File: config.mk
export PLATFORM = sky130hd
export DESIGN_NAME = dsi_ctrl
export DESIGN_NICKNAME = d
export VERILOG_FILES = /design/src/dsi_pkg.sv /design/src/dsi_ctrl.sv /design/src/dsi_sync.sv
export SDC_FILE = /design/constraint.sdc
export NUM_CORES = 1
export LEC_CHECK = 0
export BUFFER_PORTS_ARGS = -buffer_cell sky130_fd_sc_hd__buf_4
export CORE_MARGIN = 2
export CORE_UTILIZATION = 35
export DETAILED_ROUTE_END_ITERATION = 10
export PLACE_DENSITY = 0.51
export SYNTH_ARGS = -nofsm -noshare
export SYNTH_HDL_FRONTEND = slang
export SYNTH_SLANG_ARGS = --single-unit
File: constraint.sdc
create_clock -name clk_i -period 3.8 [get_ports clk_i]
set_input_delay 0 -clock clk_i [delete_from_list [all_inputs] [get_ports clk_i]]
set_output_delay 0 -clock clk_i [all_outputs]
set_load 0.01 [all_outputs]
File: src/dsi_pkg.sv
// constants for the strobe-interface memory controller
package dsi_pkg;
   localparam int unsigned CLK_MHZ        = 25;
   localparam int unsigned ADDR_W         = 24;
   localparam int unsigned HALF_W         = 12;
   localparam int unsigned ROWS           = 4096;
   localparam int unsigned PWRUP_US       = 200;
   localparam int unsigned PWRUP_CYC      = PWRUP_US * CLK_MHZ;
   localparam int unsigned INIT_CYCLES    = 8;
   localparam int unsigned REFRESH_MS     = 64;
   // spread of refreshes over the period, rounded down
   localparam int unsigned REF_INT_CYC    =
      (REFRESH_MS * 1000 * CLK_MHZ) / ROWS;
   // access and strobe phase lengths, in clocks of 40 ns
   localparam int unsigned ROW_ACCESS_NS  = 100;
   localparam int unsigned ROW_ACCESS_CYC = (ROW_ACCESS_NS + 39) / 40;
   localparam int unsigned PRECHARGE_NS   = 80;
   localparam int unsigned PRECHARGE_CYC  = (PRECHARGE_NS + 39) / 40;
   localparam int unsigned STROBE_NS      = 40;
   localparam int unsigned STROBE_CYC     = (STROBE_NS + 39) / 40;
   // extra clocks for the output bit to pass the synchroniser
   localparam int unsigned SYNC_CYC       = 3;
   localparam logic [3:0]  CNT_W_ONE      = 4'h1;
   typedef enum logic [8:0] {
      DSI_POWER = 9'b0_0000_0001,
      DSI_IDLE  = 9'b0_0000_0010,
      DSI_ROW   = 9'b0_0000_0100,
      DSI_COL   = 9'b0_0000_1000,
      DSI_WRITE = 9'b0_0001_0000,
      DSI_CLOSE = 9'b0_0010_0000,
      DSI_PRE   = 9'b0_0100_0000,
      DSI_CBR   = 9'b0_1000_0000,
      DSI_CBR2  = 9'b1_0000_0000
   } dsi_state_e;
   typedef enum logic [1:0] {
      DSI_OP_READ  = 2'h0,
      DSI_OP_WRITE = 2'h1,
      DSI_OP_RMW   = 2'h2
   } dsi_op_e;
endpackage : dsi_pkg

File: src/dsi_ctrl.sv
// host controller driving the strobes, address and data of the memory
`timescale 1ns/10ps
`default_nettype none
// What this block does
// - 24-bit address sent as two halves
// - address stable before each strobe fall
// - direction high reads, low writes
// - all 4096 rows refreshed every 64 ms
// - column-first refresh uses internal counter
// - 200 us pause then eight init cycles
module dsi_ctrl
   import dsi_pkg::*;
#(
   parameter int unsigned PWRUP_CYCLES = PWRUP_CYC,
   parameter int unsigned REF_CYCLES   = REF_INT_CYC
) (
   input  wire logic              clk_i,
   input  wire logic              sys_rst_i,
   input  wire logic              req_valid_i,
   input  wire logic [1:0]        req_op_i,
   input  wire logic [ADDR_W-1:0] req_addr_i,
   input  wire logic              req_data_i,
   input  wire logic              test_enter_i,
   input  wire logic              test_leave_i,
   output logic                   req_ready_o,
   output logic                   rsp_valid_o,
   output logic                   rsp_data_o,
   output logic                   init_done_o,
   output logic                   test_mode_o,
   output logic                   row_strobe_n_o,
   output logic                   column_strobe_n_o,
   output logic                   direction_select_o,
   output logic [HALF_W-1:0]      address_lines_o,
   output logic                   input_bit_o,
   input  wire logic              output_bit_i
);
   dsi_state_e        state_q;
   logic [31:0]       wait_q;
   logic [31:0]       ref_cnt_q;
   logic              ref_due_q;
   logic [3:0]        init_cnt_q;
   logic [1:0]        op_q;
   logic [ADDR_W-1:0] addr_q;
   logic              data_q;
   logic [1:0]        cbr_kind_q;
   logic              out_sync;
   logic              wait_done;
   logic              start_req;

   dsi_sync u_sync (
      .clk_i     (clk_i),
      .sys_rst_i (sys_rst_i),
      .async_i   (output_bit_i),
      .level_o   (out_sync)
   );

   assign wait_done   = (wait_q == 32'h0000_0000);
   assign req_ready_o = (state_q == DSI_IDLE) && init_done_o && !ref_due_q
                        && !test_enter_i && !test_leave_i;
   assign start_req   = req_ready_o && req_valid_i;

   // refresh interval timer, set wins over clear
   always_ff @(posedge clk_i) begin
      if (sys_rst_i) begin
         ref_cnt_q <= 32'h0000_0000;
         ref_due_q <= 1'b0;
      end else begin
         if (ref_cnt_q >= REF_CYCLES - 1) begin
            ref_cnt_q <= 32'h0000_0000;
            ref_due_q <= 1'b1;
         end else begin
            ref_cnt_q <= ref_cnt_q + 32'h0000_0001;
            if (state_q == DSI_CBR2 && cbr_kind_q == 2'h0) begin
               ref_due_q <= 1'b0;
            end
         end
      end
   end

   // main sequencer
   always_ff @(posedge clk_i) begin
      if (sys_rst_i) begin
         state_q            <= DSI_POWER;
         wait_q             <= 32'h0000_0000;
         init_cnt_q         <= 4'h0;
         init_done_o        <= 1'b0;
         test_mode_o        <= 1'b0;
         op_q               <= 2'h0;
         addr_q             <= '0;
         data_q             <= 1'b0;
         cbr_kind_q         <= 2'h0;
         rsp_valid_o        <= 1'b0;
         rsp_data_o         <= 1'b0;
         row_strobe_n_o     <= 1'b1;
         column_strobe_n_o  <= 1'b1;
         direction_select_o <= 1'b1;
         address_lines_o    <= '0;
         input_bit_o        <= 1'b0;
      end else begin
         rsp_valid_o <= 1'b0;
         if (!wait_done) begin
            wait_q <= wait_q - 32'h0000_0001;
         end
         unique case (state_q)
            DSI_POWER: begin
               if (wait_q == 32'h0000_0000 && init_cnt_q == 4'h0) begin
                  wait_q     <= PWRUP_CYCLES;
                  init_cnt_q <= CNT_W_ONE;
               end else if (wait_done) begin
                  cbr_kind_q <= 2'h0;
                  column_strobe_n_o <= 1'b0;
                  wait_q     <= STROBE_CYC;
                  state_q    <= DSI_CBR;
               end
            end
            DSI_IDLE: begin
               if (test_enter_i || test_leave_i || ref_due_q) begin
                  // direction low on a column-first refresh enters test
                  cbr_kind_q <= test_enter_i ? 2'h1 :
                                (test_leave_i ? 2'h2 : 2'h0);
                  // a refresh in test mode repeats the entry form
                  direction_select_o <= !test_enter_i
                                        && (test_leave_i || !test_mode_o);
                  column_strobe_n_o  <= 1'b0;
                  wait_q  <= STROBE_CYC;
                  state_q <= DSI_CBR;
               end else if (start_req) begin
                  op_q    <= req_op_i;
                  addr_q  <= req_addr_i;
                  data_q  <= req_data_i;
                  address_lines_o <= req_addr_i[ADDR_W-1:HALF_W];
                  wait_q  <= STROBE_CYC;
                  state_q <= DSI_ROW;
               end
            end
            DSI_ROW: begin
               if (wait_done && row_strobe_n_o) begin
                  row_strobe_n_o <= 1'b0;
                  wait_q <= STROBE_CYC;
               end else if (wait_done) begin
                  // column half placed before column strobe falls
                  address_lines_o <= addr_q[HALF_W-1:0];
                  direction_select_o <= (op_q != DSI_OP_WRITE);
                  input_bit_o <= data_q;
                  wait_q  <= ROW_ACCESS_CYC;
                  state_q <= DSI_COL;
               end
            end
            DSI_COL: begin
               if (wait_done && column_strobe_n_o) begin
                  column_strobe_n_o <= 1'b0;
                  wait_q <= ROW_ACCESS_CYC + SYNC_CYC;
               end else if (wait_done) begin
                  // sample after full access and synchroniser delay
                  rsp_data_o <= out_sync;
                  if (op_q == DSI_OP_RMW) begin
                     direction_select_o <= 1'b0;
                     wait_q  <= STROBE_CYC;
                     state_q <= DSI_WRITE;
                  end else begin
                     state_q <= DSI_CLOSE;
                  end
               end
            end
            DSI_WRITE: begin
               if (wait_done) begin
                  state_q <= DSI_CLOSE;
               end
            end
            DSI_CLOSE: begin
               rsp_valid_o        <= 1'b1;
               row_strobe_n_o     <= 1'b1;
               column_strobe_n_o  <= 1'b1;
               direction_select_o <= 1'b1;
               wait_q  <= PRECHARGE_CYC;
               state_q <= DSI_PRE;
            end
            DSI_PRE: begin
               if (wait_done) begin
                  direction_select_o <= 1'b1;
                  if (!init_done_o) begin
                     if (init_cnt_q == INIT_CYCLES[3:0]) begin
                        init_done_o <= 1'b1;
                        state_q     <= DSI_IDLE;
                     end else begin
                        init_cnt_q <= init_cnt_q + CNT_W_ONE;
                        column_strobe_n_o <= 1'b0;
                        wait_q  <= STROBE_CYC;
                        state_q <= DSI_CBR;
                     end
                  end else begin
                     state_q <= DSI_IDLE;
                  end
               end
            end
            DSI_CBR: begin
               if (wait_done) begin
                  row_strobe_n_o <= 1'b0;
                  wait_q  <= ROW_ACCESS_CYC;
                  state_q <= DSI_CBR2;
               end
            end
            DSI_CBR2: begin
               if (wait_done) begin
                  if (cbr_kind_q == 2'h1) begin
                     test_mode_o <= 1'b1;
                  end else if (cbr_kind_q == 2'h2) begin
                     test_mode_o <= 1'b0;
                  end
                  row_strobe_n_o    <= 1'b1;
                  column_strobe_n_o <= 1'b1;
                  wait_q  <= PRECHARGE_CYC;
                  state_q <= DSI_PRE;
               end
            end
         endcase
      end
   end

   // refresh cycles have column strobe low before row strobe falls
   cbr_order_a: assert property (
      @(posedge clk_i) disable iff (sys_rst_i)
      ($fell(row_strobe_n_o) && state_q == DSI_CBR2) |->
      (!column_strobe_n_o && !$past(column_strobe_n_o)))
      else $error("column strobe not low before refresh row strobe");
   // no access cycle runs before initialisation completes
   init_gate_a: assert property (
      @(posedge clk_i) disable iff (sys_rst_i)
      !init_done_o |->
      (state_q inside {DSI_POWER, DSI_CBR, DSI_CBR2, DSI_PRE}))
      else $error("access cycle before initialisation");
   // early write keeps direction low at column strobe fall
   early_write_a: assert property (
      @(posedge clk_i) disable iff (sys_rst_i)
      ($fell(column_strobe_n_o) && op_q == DSI_OP_WRITE
       && state_q == DSI_COL) |-> !direction_select_o)
      else $error("early write direction not low");
   // a read keeps direction high while column strobe is low
   read_dir_a: assert property (
      @(posedge clk_i) disable iff (sys_rst_i)
      (state_q == DSI_COL && op_q == DSI_OP_READ) |-> direction_select_o)
      else $error("read cycle drove direction low");
   // the row half is on the lines when row strobe falls
   row_addr_a: assert property (
      @(posedge clk_i) disable iff (sys_rst_i)
      ($fell(row_strobe_n_o) && state_q == DSI_ROW) |->
      address_lines_o == addr_q[ADDR_W-1:HALF_W])
      else $error("row address wrong at row strobe");
   // column strobe never falls without row strobe low in an access
   col_order_a: assert property (
      @(posedge clk_i) disable iff (sys_rst_i)
      ($fell(column_strobe_n_o) && state_q == DSI_COL) |->
      !row_strobe_n_o ##1 $stable(address_lines_o))
      else $error("column strobe fell out of order");
   // refresh request is serviced within a bounded time
   ref_serve_a: assert property (
      @(posedge clk_i) disable iff (sys_rst_i)
      ($rose(ref_due_q) && state_q == DSI_IDLE && init_done_o) |->
      ##[1:40] (state_q == DSI_CBR2))
      else $error("refresh not started in time");
   // a test entry cycle sets test mode at its end
   test_entry_a: assert property (
      @(posedge clk_i) disable iff (sys_rst_i)
      (state_q == DSI_CBR2 && wait_done && cbr_kind_q == 2'h1) |=>
      test_mode_o)
      else $error("test mode not entered");
endmodule : dsi_ctrl
`default_nettype wire

File: src/dsi_sync.sv
// three-stage synchroniser for the memory output bit
`timescale 1ns/10ps
`default_nettype none
module dsi_sync (
   input  wire logic clk_i,
   input  wire logic sys_rst_i,
   input  wire logic async_i,
   output logic      level_o
);
   logic s1_q;
   logic s2_q;
   logic s3_q;
   always_ff @(posedge clk_i) begin
      if (sys_rst_i) begin
         s1_q    <= 1'b0;
         s2_q    <= 1'b0;
         s3_q    <= 1'b0;
         level_o <= 1'b0;
      end else begin
         s1_q <= async_i;
         s2_q <= s1_q;
         s3_q <= s2_q;
         if (s2_q == s3_q) begin
            level_o <= s3_q;
         end
      end
   end
endmodule : dsi_sync
`default_nettype wire

== Word level (Yosys, flattened, before mapping) ==
Cells that the tools add are included.
Word-level totals
  output and inout port bits: 21
  flip-flop bits (word level): 119
  input bits: 33
Cells by class
  reductions and logical operators: 41
  $lt $le $gt $ge: 1
  equal/unequal tests: 35
  bitwise gates (word level): 3
  add/sub/neg operators: 3
  multiplexer cells: 72
Operators by type and width (count)
  32-bit two-way mux: 14
  32-bit case mux with 8 select lines: 1
  9-bit two-way mux: 13
  9-bit case mux with 9 select lines: 1
  12-bit two-way mux: 4
  2-bit != test, second input constant: 18
  32-bit by 1-bit adder with 32-bit output, second input constant: 1
  32-bit by 9-bit >= comparator with 1-bit output, second input constant: 1
  32-bit zero test: 1
  32-bit by 1-bit subtractor with 32-bit output, second input constant: 1
  12-bit case mux with 2 select lines: 1
  1-bit two-way mux: 22
  4-bit two-way mux: 4
  3-bit AND reduction: 4
  11-bit AND reduction: 1
  1-bit logical AND: 10
  2-bit two-way mux: 5
  5-bit AND reduction: 2
  2-bit nonzero test: 5
  9-bit by 1-bit == test with 1-bit output, second input constant: 1
  9-bit by 2-bit == test with 1-bit output, second input constant: 1
  9-bit by 3-bit == test with 1-bit output, second input constant: 1
  9-bit by 4-bit == test with 1-bit output, second input constant: 1
  9-bit by 5-bit == test with 1-bit output, second input constant: 1
  31 further kinds: 41

== Logic depth before layout (Yosys ltp) ==
Gate-level depths: netlist of run 1.
  depth in word-level cells: 9
  depth in mapped cells: 12
  mapped depth without buffers: 10

== Hierarchy ==
A second synthesis of run 1 with hierarchy kept.
Unflattened totals
  cell total of the unflattened synthesis: 634
  area total of the unflattened synthesis: 5383.9 um^2
Modules (own cells, without submodules)
  dsi_ctrl: cells each 624, area each 5271.3 um^2, instances 1, seq. area each 2302.2 um^2
  dsi_sync: cells each 10, area each 112.6 um^2, instances 1, seq. area each 80.1 um^2

== Worst setup path after synthesis of run 1 ==
OpenSTA, ideal clock, no wires.
  path kind: reg2reg
  from: register wait_q[19]
  to: register wait_q[0]
  setup time: 120 ps
  data required time: 3680 ps
  slack: 682 ps
  cell stages (with the launch flop): 13
  path buffers: 3
  period minus slack after synthesis: 3118 ps
  arrival: 2998 ps
  cells stage by stage: dfxtp_1 > or4_1 > buf_2 > nor4b_2 > and3_1 > buf_2 > inv_1 > clkbuf_1 > ha_1 > nand2_1 > a222oi_1 > a21oi_1 > o31a_1
On the way
  longest elaborated chain between the ends: 6
  elaborated cells between the ends (all ways): 19
RTL lines
  start, declared: RTL line dsi_ctrl.sv:38  | logic [31:0] wait_q;
  start signal, assigned: RTL line dsi_ctrl.sv:102  | wait_q <= wait_q - 32'h0000_0001;
  start signal, assigned: RTL line dsi_ctrl.sv:152  | wait_q <= ROW_ACCESS_CYC + SYNC_CYC;
  32-bit zero test *: RTL line dsi_ctrl.sv:57, dsi_ctrl.sv:106
  32-bit two-way mux: RTL line dsi_ctrl.sv:101  | if (!wait_done) begin
  32-bit two-way mux, on equally long branches: RTL line dsi_ctrl.sv:182, dsi_ctrl.sv:156
  32-bit two-way mux, on equally long branches: RTL line dsi_ctrl.sv:181, dsi_ctrl.sv:153
  32-bit two-way mux, on equally long branches: RTL line dsi_ctrl.sv:179, dsi_ctrl.sv:150
  32-bit case mux with 8 select lines *: RTL line dsi_ctrl.sv:104  | unique case (state_q)
Mark *: on every way between the ends. The rest lies on a longest branch, timed or not.
A chain may end at the register's enable or synchronous reset.

== Worst setup path in the final report of run 1 ==
Same ends and word-level chain as after synthesis.

==> results of run 1 <==
## cell usage in the layout (no fill, tap or decap), types with 7 or more instances in the layout
cell           count
dfxtp_1          119
nand2_1           94
nor2_1            81
buf_4             61
a21oi_1           44
dlygate4sd3_1     31
conb_1            23
nor4_1            22
nand3_1           22
xor2_1            21
inv_1             19
nor3_1            18
mux2i_1           18
clkbuf_16         17
nand4_1           15
o21ai_0           13
xnor2_1           13
and3_1            12
ha_1              11
or4_1              9
nor2b_1            9
or2_2              7
## metrics by stage
step / util / setup slack (ns) / power [uW] / hold slack, ns
2_1_floorplan: - / 0.6819 / 2775 / 0.1282
3_3_place_gp: 0.4020 / 0.7313 / 3408 / 0.2170
3_5_place_dp: 0.4020 / 0.6499 / 3450 / 0.2337
4_1_cts: 0.4590 / 0.5603 / 5005 / 0.05005
5_1_grt: 0.4590 / 0.3376 / 5306 / 0.07445
6_report: 0.4590 / 0.5405 / 4970 / 0.04248
## worst paths after layout
path / start / end / slack, ns / cells after the start
hold / removal: sys_rst_i / input_bit_o / 0.04 / 2
setup / recovery: wait_q[19] / wait_q[0] / 0.54 / 10
setup reg to reg: wait_q[19] / wait_q[0] / 0.54 / 10
hold reg to reg: u_sync.s1_q / u_sync.s2_q / 0.44 / 1
## critical path, stage by stage, from the launching register on
cell      delay (ns)
dfxtp_1         0.32
or4_1           0.67
nor4b_2         0.34
buf_4           0.18
and3_1          0.17
inv_1           0.27
ha_1            0.43
nand2_1         0.06
a222oi_1        0.30
a21oi_1         0.12
o31a_1          0.28
## logic make-up (layout without fill, tap and decap cells)
family | Yosys count | count (layout) | share of synthesized area
muxes | 19 | 19 | 0.03507
DFF | 119 | 119 | 0.4365
and+or+nand+nor | 325 | 325 | 0.2964
AOI/OAI and AO/OA | 99 | 99 | 0.1160
xor gates and xnor gates | 34 | 34 | 0.05456
adders and majority gates | 11 | 11 | 0.02522
other | 1 | 23 | 0.0006871
buffers and inverters | 49 | 143 | 0.03553
## cell type report
| cell class | instances | area (um2) |
|---|---|---|
| tap | 188 | 235.2 |
| fill | 1531 | 8224 |
| clock inverter | 14 | 127.6 |
| clock buffer | 18 | 429.2 |
| timing repair buffer | 92 | 768.2 |
| multi-input combinational | 511 | 2964 |
| sequential | 119 | 2382 |
| inverter | 19 | 71.32 |
## synthesized netlist by cell type, types with 7 or more instances
cell type    n  area (um2)
nand4_1     15       93.84
o21ai_0     13       65.06
inv_1       19       71.32
nor3_1      18       90.09
clkbuf_1    26       97.59
mux2i_1     18       180.2
nand2_1     94       352.8
nand3_1     22       110.1
ha_1        11       137.6
dfxtp_1    119        2382
xor2_1      21       183.9
and3_1      12       75.07
nor2b_1      9       56.30
a21oi_1     44       220.2
xnor2_1     13       113.9
nor4_1      22       137.6
nor2_1      81       304.0
or2_2        7       43.79
or4_1        9       67.56
## flip-flops by register name, indices dropped and copies added, names as in the netlist, 2 cells and up
signal / cells
ref_cnt_q: 32
wait_q: 32
addr_q: 12
address_lines_o: 12
state_q: 9
init_cnt_q: 4
cbr_kind_q: 2
op_q: 2
## report_power, final
part,switching [uW],total (uW),internal [uW]
clock network,590,1490,899
registers,180,1610,1430
logic,1110,1870,766
total,1880,4970,3090
## per-layer routing
metal,vias to the layer above,track usage,part of all wire
met3,16,0.04990,0.037
li1,2500,-,-
met4,0,0.06010,0.014
met2,91,0.2954,0.48
met1,2347,0.2291,0.47
met5,-,0,0
## repair_timing
item | CTS | global route
hold buffers | 31 | 0
hold endpoints to repair | 30 | 0
gates resized for setup | 0 | 0
==> impl_results.md, run 1 <==
- Total grt overflow: 0
- Sequential share of the synthesized area: 0.4365
- Clock-pin slew on the worst setup and hold paths: 0.06 ns
- Async set-reset flop share out of synthesis: 0
- Number of global-route vias before repair: 4874
- EDFF count, synth: 0
- Non-Filler Instances: 961
- DR vias/cell: 5.155
- H-tree level count: 4
- # Post-CTS Setup Buffers: 0
- Starting DRT DRC Count: 318
- Io pins: 54
- Root buf cell: clkbuf_16
- Inst Count DP: 898
- CP Launch Type: register
- Area grow syn2layout: 27.85%
- Die height: 128.9 um
- Final hold violation count: 0
- Worst setup EP type: register
- Placed cell areas: 6111 um2
- # diodes: 0
- Antenna violations before repair: 0
- Run status: complete, no violations
- Pleak: 0.002769 uW
- F_max: 0.3068 GHz
- Worst EP required: 4.10 ns
- Worst slew margin: 0.3807
- GP Congestion: 0.8729
- Initial Utilization: 0.3590
- Mapped cell area: 5458 um2
- Hold/Removal Path Class: in -> reg
- Largest net degree at the start of global routing: 54
- Syn Inst Count: 657
- Remaining routing DRC violations: 0
- # setup viols final: 0
- CTS sink count: 119
- WP data arrival: 3.56 ns
- Final TNS setup: 0 ns
- GRT Total Usage: 0.1800
- Via count: 4954
- Final period utilization: 0.8578
- First-pass GRT wire length: 23.46 mm
- Skew final: 0.009887 ns
- Skew-Pair Late Insertion Delay: 0.42 ns
- Crit Path Class: reg -> reg
- RSZ-0062 raised after global routing: no
- Max-slew violations: 0
- Layout cells sized above 1: 0.1371
- CTS tree: built
- Die area: 16610 um2
- DR WL/cell: 14.72 um
- Die W: 128.9 um
- Total CTS buffers: 17
- Flops & latches, synth: 119
- PortBufs: 53
- Peak supply drop: 0.3842 mV
- Worst-margin pin slew: 0.9055 ns
- HPWL after detailed placement: 9.913 mm
- Rows: 45
- Final min period: 3.259 ns
- Unique masters post-synth: 57
- Yosys warnings: 0
- Syn_area_per_cell: 8.307 um2
- Max-cap violations: 0
- Bufs on Longest Clock Path: 2
- Synth Flop Type: dfxtp_1
- Final Instance Area: 6978 um2
- First-pass DRT Iterations: 5
- Final WL: 14.14 mm
- Cell area power density: 712.2 nW/um2
- Final ANT Viol Nets: 0
- Critical-path maximum fanout: 16
- Core area: 15200 um2
- Nets@finish: 804
Note: power is estimated with default switching activity, not from simulation.
==> run 2, diff against run 1 <==
- PLACE_DENSITY: 0.51 -> not set
==> run 2 against run 1 <==
  * Worst hold slack improved by 0.011 ns
  * Utilization up 0.16 points
  * Sequential share of layout area decreased by 0.12 points
  * Clock skew up 0.0040 ns
  * Register-to-register slack improved by 0.02 ns
  * Critical path depth is 1 lower
  * Global-route usage down 0.17 points
  * Wire length is 2.2% lower
==> impl_results.md, run 2 (synthesized netlist as in run 1, its figures left out) <==
- Run status: complete, no violations
- Total CTS buffers: 17 (unchanged)
- CTS tree: built
- HPWL after detailed placement: 9.677 mm (-2.4%)
- Peak supply drop: 0.3973 mV (+3.4%)
- Final WL: 13.83 mm (-2.2%)
- Inst Count DP: 899 (+0.11%)
- Final hold violation count: 0 (unchanged)
- Worst EP required: 4.11 ns (about the same)
- DR vias/cell: 5.223 (+1.3%)
- Max stage delay on crit path: 0.65 ns (-0.02 ns)
- Capturing point of the worst reg2reg path: wait_q[0]
- Switch Pwr: 1917 uW (+2.0%)
- CTS sink count: 119 (unchanged)
- Remaining routing DRC violations: 0 (unchanged)
- Number of global-route vias before repair: 4846 (-0.57%)
- Reg2Reg Setup Slack: 0.56 ns (+0.02 ns)
- Skew-Pair Late Insertion Delay: 0.42 ns (about the same)
- Io pins: 54 (unchanged)
- CP max-delay cell: or4_1
- Non-Filler Instances: 962 (+0.10%)
- Die area: 16610 um2 (unchanged)
- Skew final: 0.01386 ns (+0.003973 ns)
- Via count: 5025 (+1.4%)
- Clk network pwr share: 0.310 (+0.010)
- Layout cells sized above 1: 0.1395 (+0.002407)
- Clock-pin slew on the worst setup and hold paths: 0.06 ns (about the same)
- # fillers: 1483 (-3.1%)
- First-pass DRT Iterations: 4 (-1)
- PortBufs: 53 (unchanged)
- Antenna violations before repair: 0 (unchanged)
- Most common cell after layout, fill and taps aside: dfxtp_1
- Final min period: 3.243 ns (-0.01684 ns)
- Final TNS setup: 0 ns (unchanged)
- Area grow syn2layout: 28.29%
- Critical-path maximum fanout: 16 (unchanged)
- First-pass GRT wire length: 23.38 mm (-0.35%)
- # setup viols final: 0 (unchanged)
- WP data arrival: 3.55 ns (about the same)
- Pleak: 0.002784 uW (+0.56%)
- Max-cap violations: 0 (unchanged)
- Final ANT Viol Nets: 0 (unchanged)
- Hold/Removal Path Class: in -> reg
- Initial Utilization: 0.3590 (unchanged)
- Rows: 45 (unchanged)
- Area of the multi-input gates: 2964 um2 (unchanged)
- CP Launch Type: register
- Die height: 128.9 um (unchanged)
- # Post-CTS Setup Buffers: 0 (unchanged)
- DR WL/cell: 14.38 um (-2.3%)
- GRT Total Usage: 0.1783 (-0.001725)
- GP Congestion: 0.8978 (+2.9%)
- CP bufs+invs: 1 (-1)
- CP Cell Sequence: or4_1 > nor4b_2 > and3_1 > inv_1 > ha_1 > nand2_1 > a222oi_1 > a21oi_1 > o31a_1
- # diodes: 0 (unchanged)
- RSZ-0062 raised after global routing: no
- Top flop regs: ref_cnt_q (32), wait_q (32)
- Worst hold path depth: 2 (unchanged)
- Largest net degree at the start of global routing: 54 (unchanged)
- Root buf cell: clkbuf_16
- Max-slew violations: 0 (unchanged)
- R2r worst-path depth: 9 (-1)
- Register area: 2382 um2 (unchanged)
- Worst setup EP type: register
- Core area: 15200 um2 (unchanged)
- Worst-margin pin slew: 0.8932 ns (-0.01234 ns)
- Combinational share of power: 0.366 (-0.011)
- Total grt overflow: 0 (unchanged)
- H-tree level count: 4 (unchanged)
- HP Start: sys_rst_i
- FF-to-FF Start: wait_q[19]
- Cell area power density: 708.9 nW/um2 (-0.47%)
- Die W: 128.9 um (unchanged)
- Commonest cells after routing, fill and taps aside: dfxtp_1 (119), nand2_1 (94), nor2_1 (81)
- Internal power: 3047 uW (-1.4%)
- Fin Hold WS: 0.05315 ns (+0.01067 ns)
- Final period utilization: 0.8533 (-0.004432)
- Crit Path Class: reg -> reg
- Starting DRT DRC Count: 434 (+36%)
- Largest delay share family, worst path: simple AND/OR/NAND/NOR gates
- Nets@finish: 805 (+0.12%)
- Bufs on Longest Clock Path: 2 (unchanged)
- Sequential Power Share: 0.324 (about the same)
- Worst slew margin: 0.3891 (+0.008442)
- Hold Path Sink: cbr_kind_q[1]
- Switching Share: 0.3862 (+0.008217)
- F_max: 0.3084 GHz (+0.52%)
-- run 2: cell types whose count changed in the layout (fill, tap and decap cells not counted) --
| cell | previous run | this run |
|---|---|---|
| clkbuf_1 | 1 | 0 |
| clkinv_4 | 4 | 0 |
| clkinvlp_4 | 4 | 3 |
| inv_6 | 2 | 6 |
| bufinv_16 | 1 | 0 |
| inv_8 | 0 | 5 |
| clkinv_8 | 0 | 1 |
| buf_4 | 61 | 62 |
| clkinv_2 | 3 | 0 |
-- run 2: final cells by class --
type                            instances  area share
Sequential cell                       119      0.3402
Tap cell                              188     0.03360
Clock inverter                         15     0.02109
Inverter                               19     0.01019
Multi-Input combinational cell        511      0.4233
Clock buffer                           17     0.06076
Timing Repair Buffer                   93      0.1108
-- run 2: how the worst max path moves through the flow --
stage | from | endpoint | slack [ns] | cells past startpoint
floorplan | wait_q[19] | wait_q[0] | 0.68 | 12
global placement | wait_q[19] | wait_q[0] | 0.68 | 9
detailed placement | wait_q[19] | wait_q[0] | 0.62 | 9
CTS | wait_q[19] | wait_q[0] | 0.59 | 9
global route | wait_q[19] | direction_select_o | 0.36 | 7
finish | wait_q[19] | wait_q[0] | 0.56 | 9
-- run 2: power by group through the flow --
stage / logic (uW) / registers, uW / clock network (uW)
6_report: 1810 / 1610 / 1540
5_1_grt: 2040 / 1640 / 1640
4_1_cts: 1800 / 1610 / 1580
3_5_place_dp: 1760 / 1630 / 0
3_3_place_gp: 1720 / 1620 / 0
2_1_floorplan: 1240 / 1540 / 0
-- run 2: worst register-to-register path, stage by stage (launching register included) --
cell and delay (ns):
dfxtp_1 0.33, or4_1 0.65, nor4b_2 0.50, and3_1 0.24
inv_1 0.24, ha_1 0.41, nand2_1 0.06, a222oi_1 0.28
a21oi_1 0.13, o31a_1 0.28
-- run 2: layer usage --
| layer | part of all wire | vias up | track usage | wire length, um |
|---|---|---|---|---|
| met2 | 0.47 | 137 | 0.2932 | 6490 |
| met3 | 0.050 | 27 | 0.04200 | 698 |
| met4 | 0.025 | 0 | 0.08184 | 352 |
| met5 | 0 | - | 0 | 0 |
| li1 | - | 2504 | - | - |
| met1 | 0.45 | 2357 | 0.2218 | 6291 |
-- run 2: stage by stage --
stage	total power (uW)	instance area, um2	setup slack, ns	utilization
floorplan	2775	5540	0.6819	-
global placement	3344	6118	0.6791	0.4025
detailed placement	3393	6118	0.6234	0.4025
CTS	4988	7002	0.5892	0.4606
global route	5321	7002	0.3639	0.4606
finish	4964	7002	0.5574	0.4606
-- run 2: timing repair --
item	4_1_cts	5_1_grt
gates resized for setup	0	0
endpoints found under the hold margin	30	0
setup endpoints to repair	0	0
hold buffers	31	0
==> run 3, diff against run 2 <==
- SYNTH_HIERARCHICAL: not set -> 1
==> run 3 against run 2 <==
  * Clock skew decreased by 0.0050 ns
  * Worst hold slack improved by 0.022 ns
  * Critical path type unchanged
  * Highest routed layer unchanged
  * Synthesized cell count decreased by 3.5%
  * Via count decreased by 2.0%
  * Flip-flop and latch count unchanged
  * Setup slack improved by 0.11 ns
  * Area after synthesis decreased by 1.4%
==> impl_results.md, run 3 <==
- H-tree level count: 4 (unchanged)
- Core area: 15090 um2 (-0.74%)
- DR WL/cell: 15.12 um (+5.1%)
- GP Congestion: 0.8803 (-1.9%)
- PortBufs: 53 (unchanged)
- Busiest grt layer: met2
- Async set-reset flop share out of synthesis: 0 (unchanged)
- Synth top cells by count: dfxtp_1 (119), nand2_1 (80), nor2_1 (72)
- Most common cell after layout, fill and taps aside: dfxtp_1
- Synth Flop Type: dfxtp_1
- Met2 Use GR: 0.2998 (+0.006596)
- Unique masters post-synth: 65 (+14%)
- Clock-pin slew on the worst setup and hold paths: 0.06 ns (about the same)
- Via count: 4923 (-2.0%)
- Yosys warnings: 6 (+6)
- Non-Filler Instances: 937 (-2.6%)
- Synth area leaders: dfxtp_1 (44%), nand2_1 (5.6%), nor2_1 (5.0%), xnor2_1 (4.4%), a21oi_1 (3.6%)
- Skew final: 0.008842 ns (-0.005019 ns)
- Skew-Pair Late Insertion Delay: 0.42 ns (about the same)
- GRT Total Usage: 0.1812 (+0.002954)
- Met3 Use GR: 0.04466 (+0.002662)
- Reg2Reg Setup Slack: 0.66 ns (+0.11 ns)
- Largest net degree at the start of global routing: 63 (+17%)
- Synth top area share: 0.4425 (+0.005985)
- # diodes: 0 (unchanged)
- Inst Count DP: 875 (-2.7%)
- Total grt overflow: 0 (unchanged)
- Die height: 128.0 um (-0.66%)
- Remaining routing DRC violations: 0 (unchanged)
- RSZ-0062 raised after global routing: no
- Grt met1 use: 0.2220 (+0.0002540)
- Worst-margin pin slew: 0.7353 ns (-0.1579 ns)
- Critical-path maximum fanout: 24 (+8)
- First-pass GRT wire length: 23.65 mm (+1.2%)
- Number of global-route vias before repair: 4976 (+2.7%)
- Die W: 128.0 um (-0.66%)
- DR vias/cell: 5.254 (+0.58%)
- Top flop regs: ref_cnt_q (32), wait_q (32)
- Hold/Removal Path Class: in -> reg
- Max-cap violations: 0 (unchanged)
- Worst setup EP type: register
- Synth area leader: dfxtp_1
- Final ANT Viol Nets: 0 (unchanged)
- Nets@finish: 780 (-3.1%)
- Sequential share of the synthesized area: 0.4425 (+0.005985)
- Rows: 45 (unchanged)
- # setup viols final: 0 (unchanged)
- CP Launch Type: register
- # Post-CTS Setup Buffers: 0 (unchanged)
- Crit Path Class: reg -> reg
- Mapped cell area: 5384 um2 (-1.4%)
- Flops & latches, synth: 119 (unchanged)
- CTS tree: built
- Fin Hold WS: 0.07503 ns (+0.02188 ns)
- Fin worst setup slack: 0.6646 ns (+0.1072 ns)
- CTS sink count: 119 (unchanged)
- Commonest cells after routing, fill and taps aside: dfxtp_1 (119), nand2_1 (80), nor2_1 (72)
- First-pass DRT Iterations: 4 (unchanged)
- Final hold violation count: 0 (unchanged)
- Total CTS buffers: 17 (unchanged)
- Layout cells sized above 1: 0.1549 (+0.01534)
- # fillers: 1451 (-2.2%)
- Cell area power density: 673.6 nW/um2 (-5.0%)
- Final min period: 3.135 ns (-0.1072 ns)
- F_max: 0.3189 GHz (+3.4%)
- Pleak: 0.002694 uW (-3.2%)
- Bufs on Longest Clock Path: 2 (unchanged)
- Final WL: 14.16 mm (+2.4%)
- Setup slack at placement: 0.7276 ns (+0.1042 ns)
- Die area: 16390 um2 (-1.3%)
- Starting DRT DRC Count: 273 (-37%)
- Peak supply drop: 0.2807 mV (-29%)
- Worst EP required: 4.10 ns (about the same)
- WP data arrival: 3.44 ns (-0.11 ns)
- Run status: complete, no violations
- Most frequent cell after synthesis: dfxtp_1
- Antenna violations before repair: 0 (unchanged)
- Final TNS setup: 0 ns (unchanged)
- Max-slew violations: 0 (unchanged)
- HPWL after detailed placement: 9.704 mm (+0.27%)
- Syn Inst Count: 634 (-3.5%)
- Worst slew margin: 0.5065 (+0.1173)
- Initial Utilization: 0.3568 (-0.002213)
- Io pins: 54 (unchanged)
- Root buf cell: clkbuf_16
- Final period utilization: 0.8251 (-0.02822)
- EDFF count, synth: 0 (unchanged)
- Area grow syn2layout: 29.75%
- Syn_area_per_cell: 8.492 um2 (+2.2%)
==> run 3: cell types whose count changed after synthesis, sizes merged, moves of 9 or more <==
cell | previous run | this run
a311oi | 2 | 16
nand2 | 94 | 80
xnor2 | 13 | 27
o21ai | 14 | 27
nor2 | 81 | 72
mux2i | 18 | 2
==> run 3: final timing paths <==
path | startpoint | end | cells past startpoint
worst min-delay path | sys_rst_i | u_sync/s2_q | 2
worst min register to register | u_sync/s1_q | u_sync/s2_q | 1
worst max-delay path | wait_q[10] | wait_q[10] | 8
worst max register to register | wait_q[10] | wait_q[10] | 8
==> run 3: kinds of logic after synthesis <==
group,share of synthesized area
AND/OR/NAND/NOR,0.2828
flip-flops,0.4425
AO/OA/AOI/OAI,0.1425
buffers and inverters,0.03556
XOR/XNOR,0.06670
adder cells (fa/ha/maj),0.02556
multiplexers,0.003718
other,0.0006965
==> run 3: area by class of cell <==
| class | count | area [um2] | share of cell area |
|---|---|---|---|
| Clock buffer | 18 | 429.2 | 0.06144 |
| Clock inverter | 14 | 220.2 | 0.03152 |
| Inverter | 15 | 56.30 | 0.008060 |
| Multi-Input combinational cell | 492 | 2904 | 0.4157 |
| Sequential cell | 119 | 2382 | 0.3410 |
| Tap cell | 188 | 235.2 | 0.03367 |
| Timing Repair Buffer | 91 | 758.2 | 0.1085 |
==> run 3: power breakdown <==
part	internal (uW)	total [uW]	switching, uW
clock	1170	1770	599
sequential	1390	1510	124
combinational	573	1430	857
total	3130	4710	1580
==> run 3: through the flow <==
stage,power [uW],util,cell area [um2]
final,4706,0.4629,6985
after global routing,4975,0.4629,6985
after CTS,4722,0.4629,6985
after detailed placement,2918,0.4000,6036
after global placement,2891,0.4000,6036
after floorplan,2622,-,5466
==> run 3: what timing repair did <==
action / CTS / global route
resized for setup: 0 / 0
endpoints found under the hold margin: 30 / 0
hold buffers: 30 / 0
==> run 3: worst max-delay path, stage by stage, from the launching register on <==
cell	delay (ns)
dfxtp_1	0.34
or4_4	0.58
or4_4	0.63
nor3_4	0.23
buf_4	0.29
a21oi_1	0.17
o41ai_4	0.35
buf_4	0.31
nor2_1	0.09
==> run 3: layer usage <==
metal  wire, um  part of all wire
met3        682             0.048
met1       6207              0.44
met5          0                 0
met4        301             0.021
met2       6971              0.49
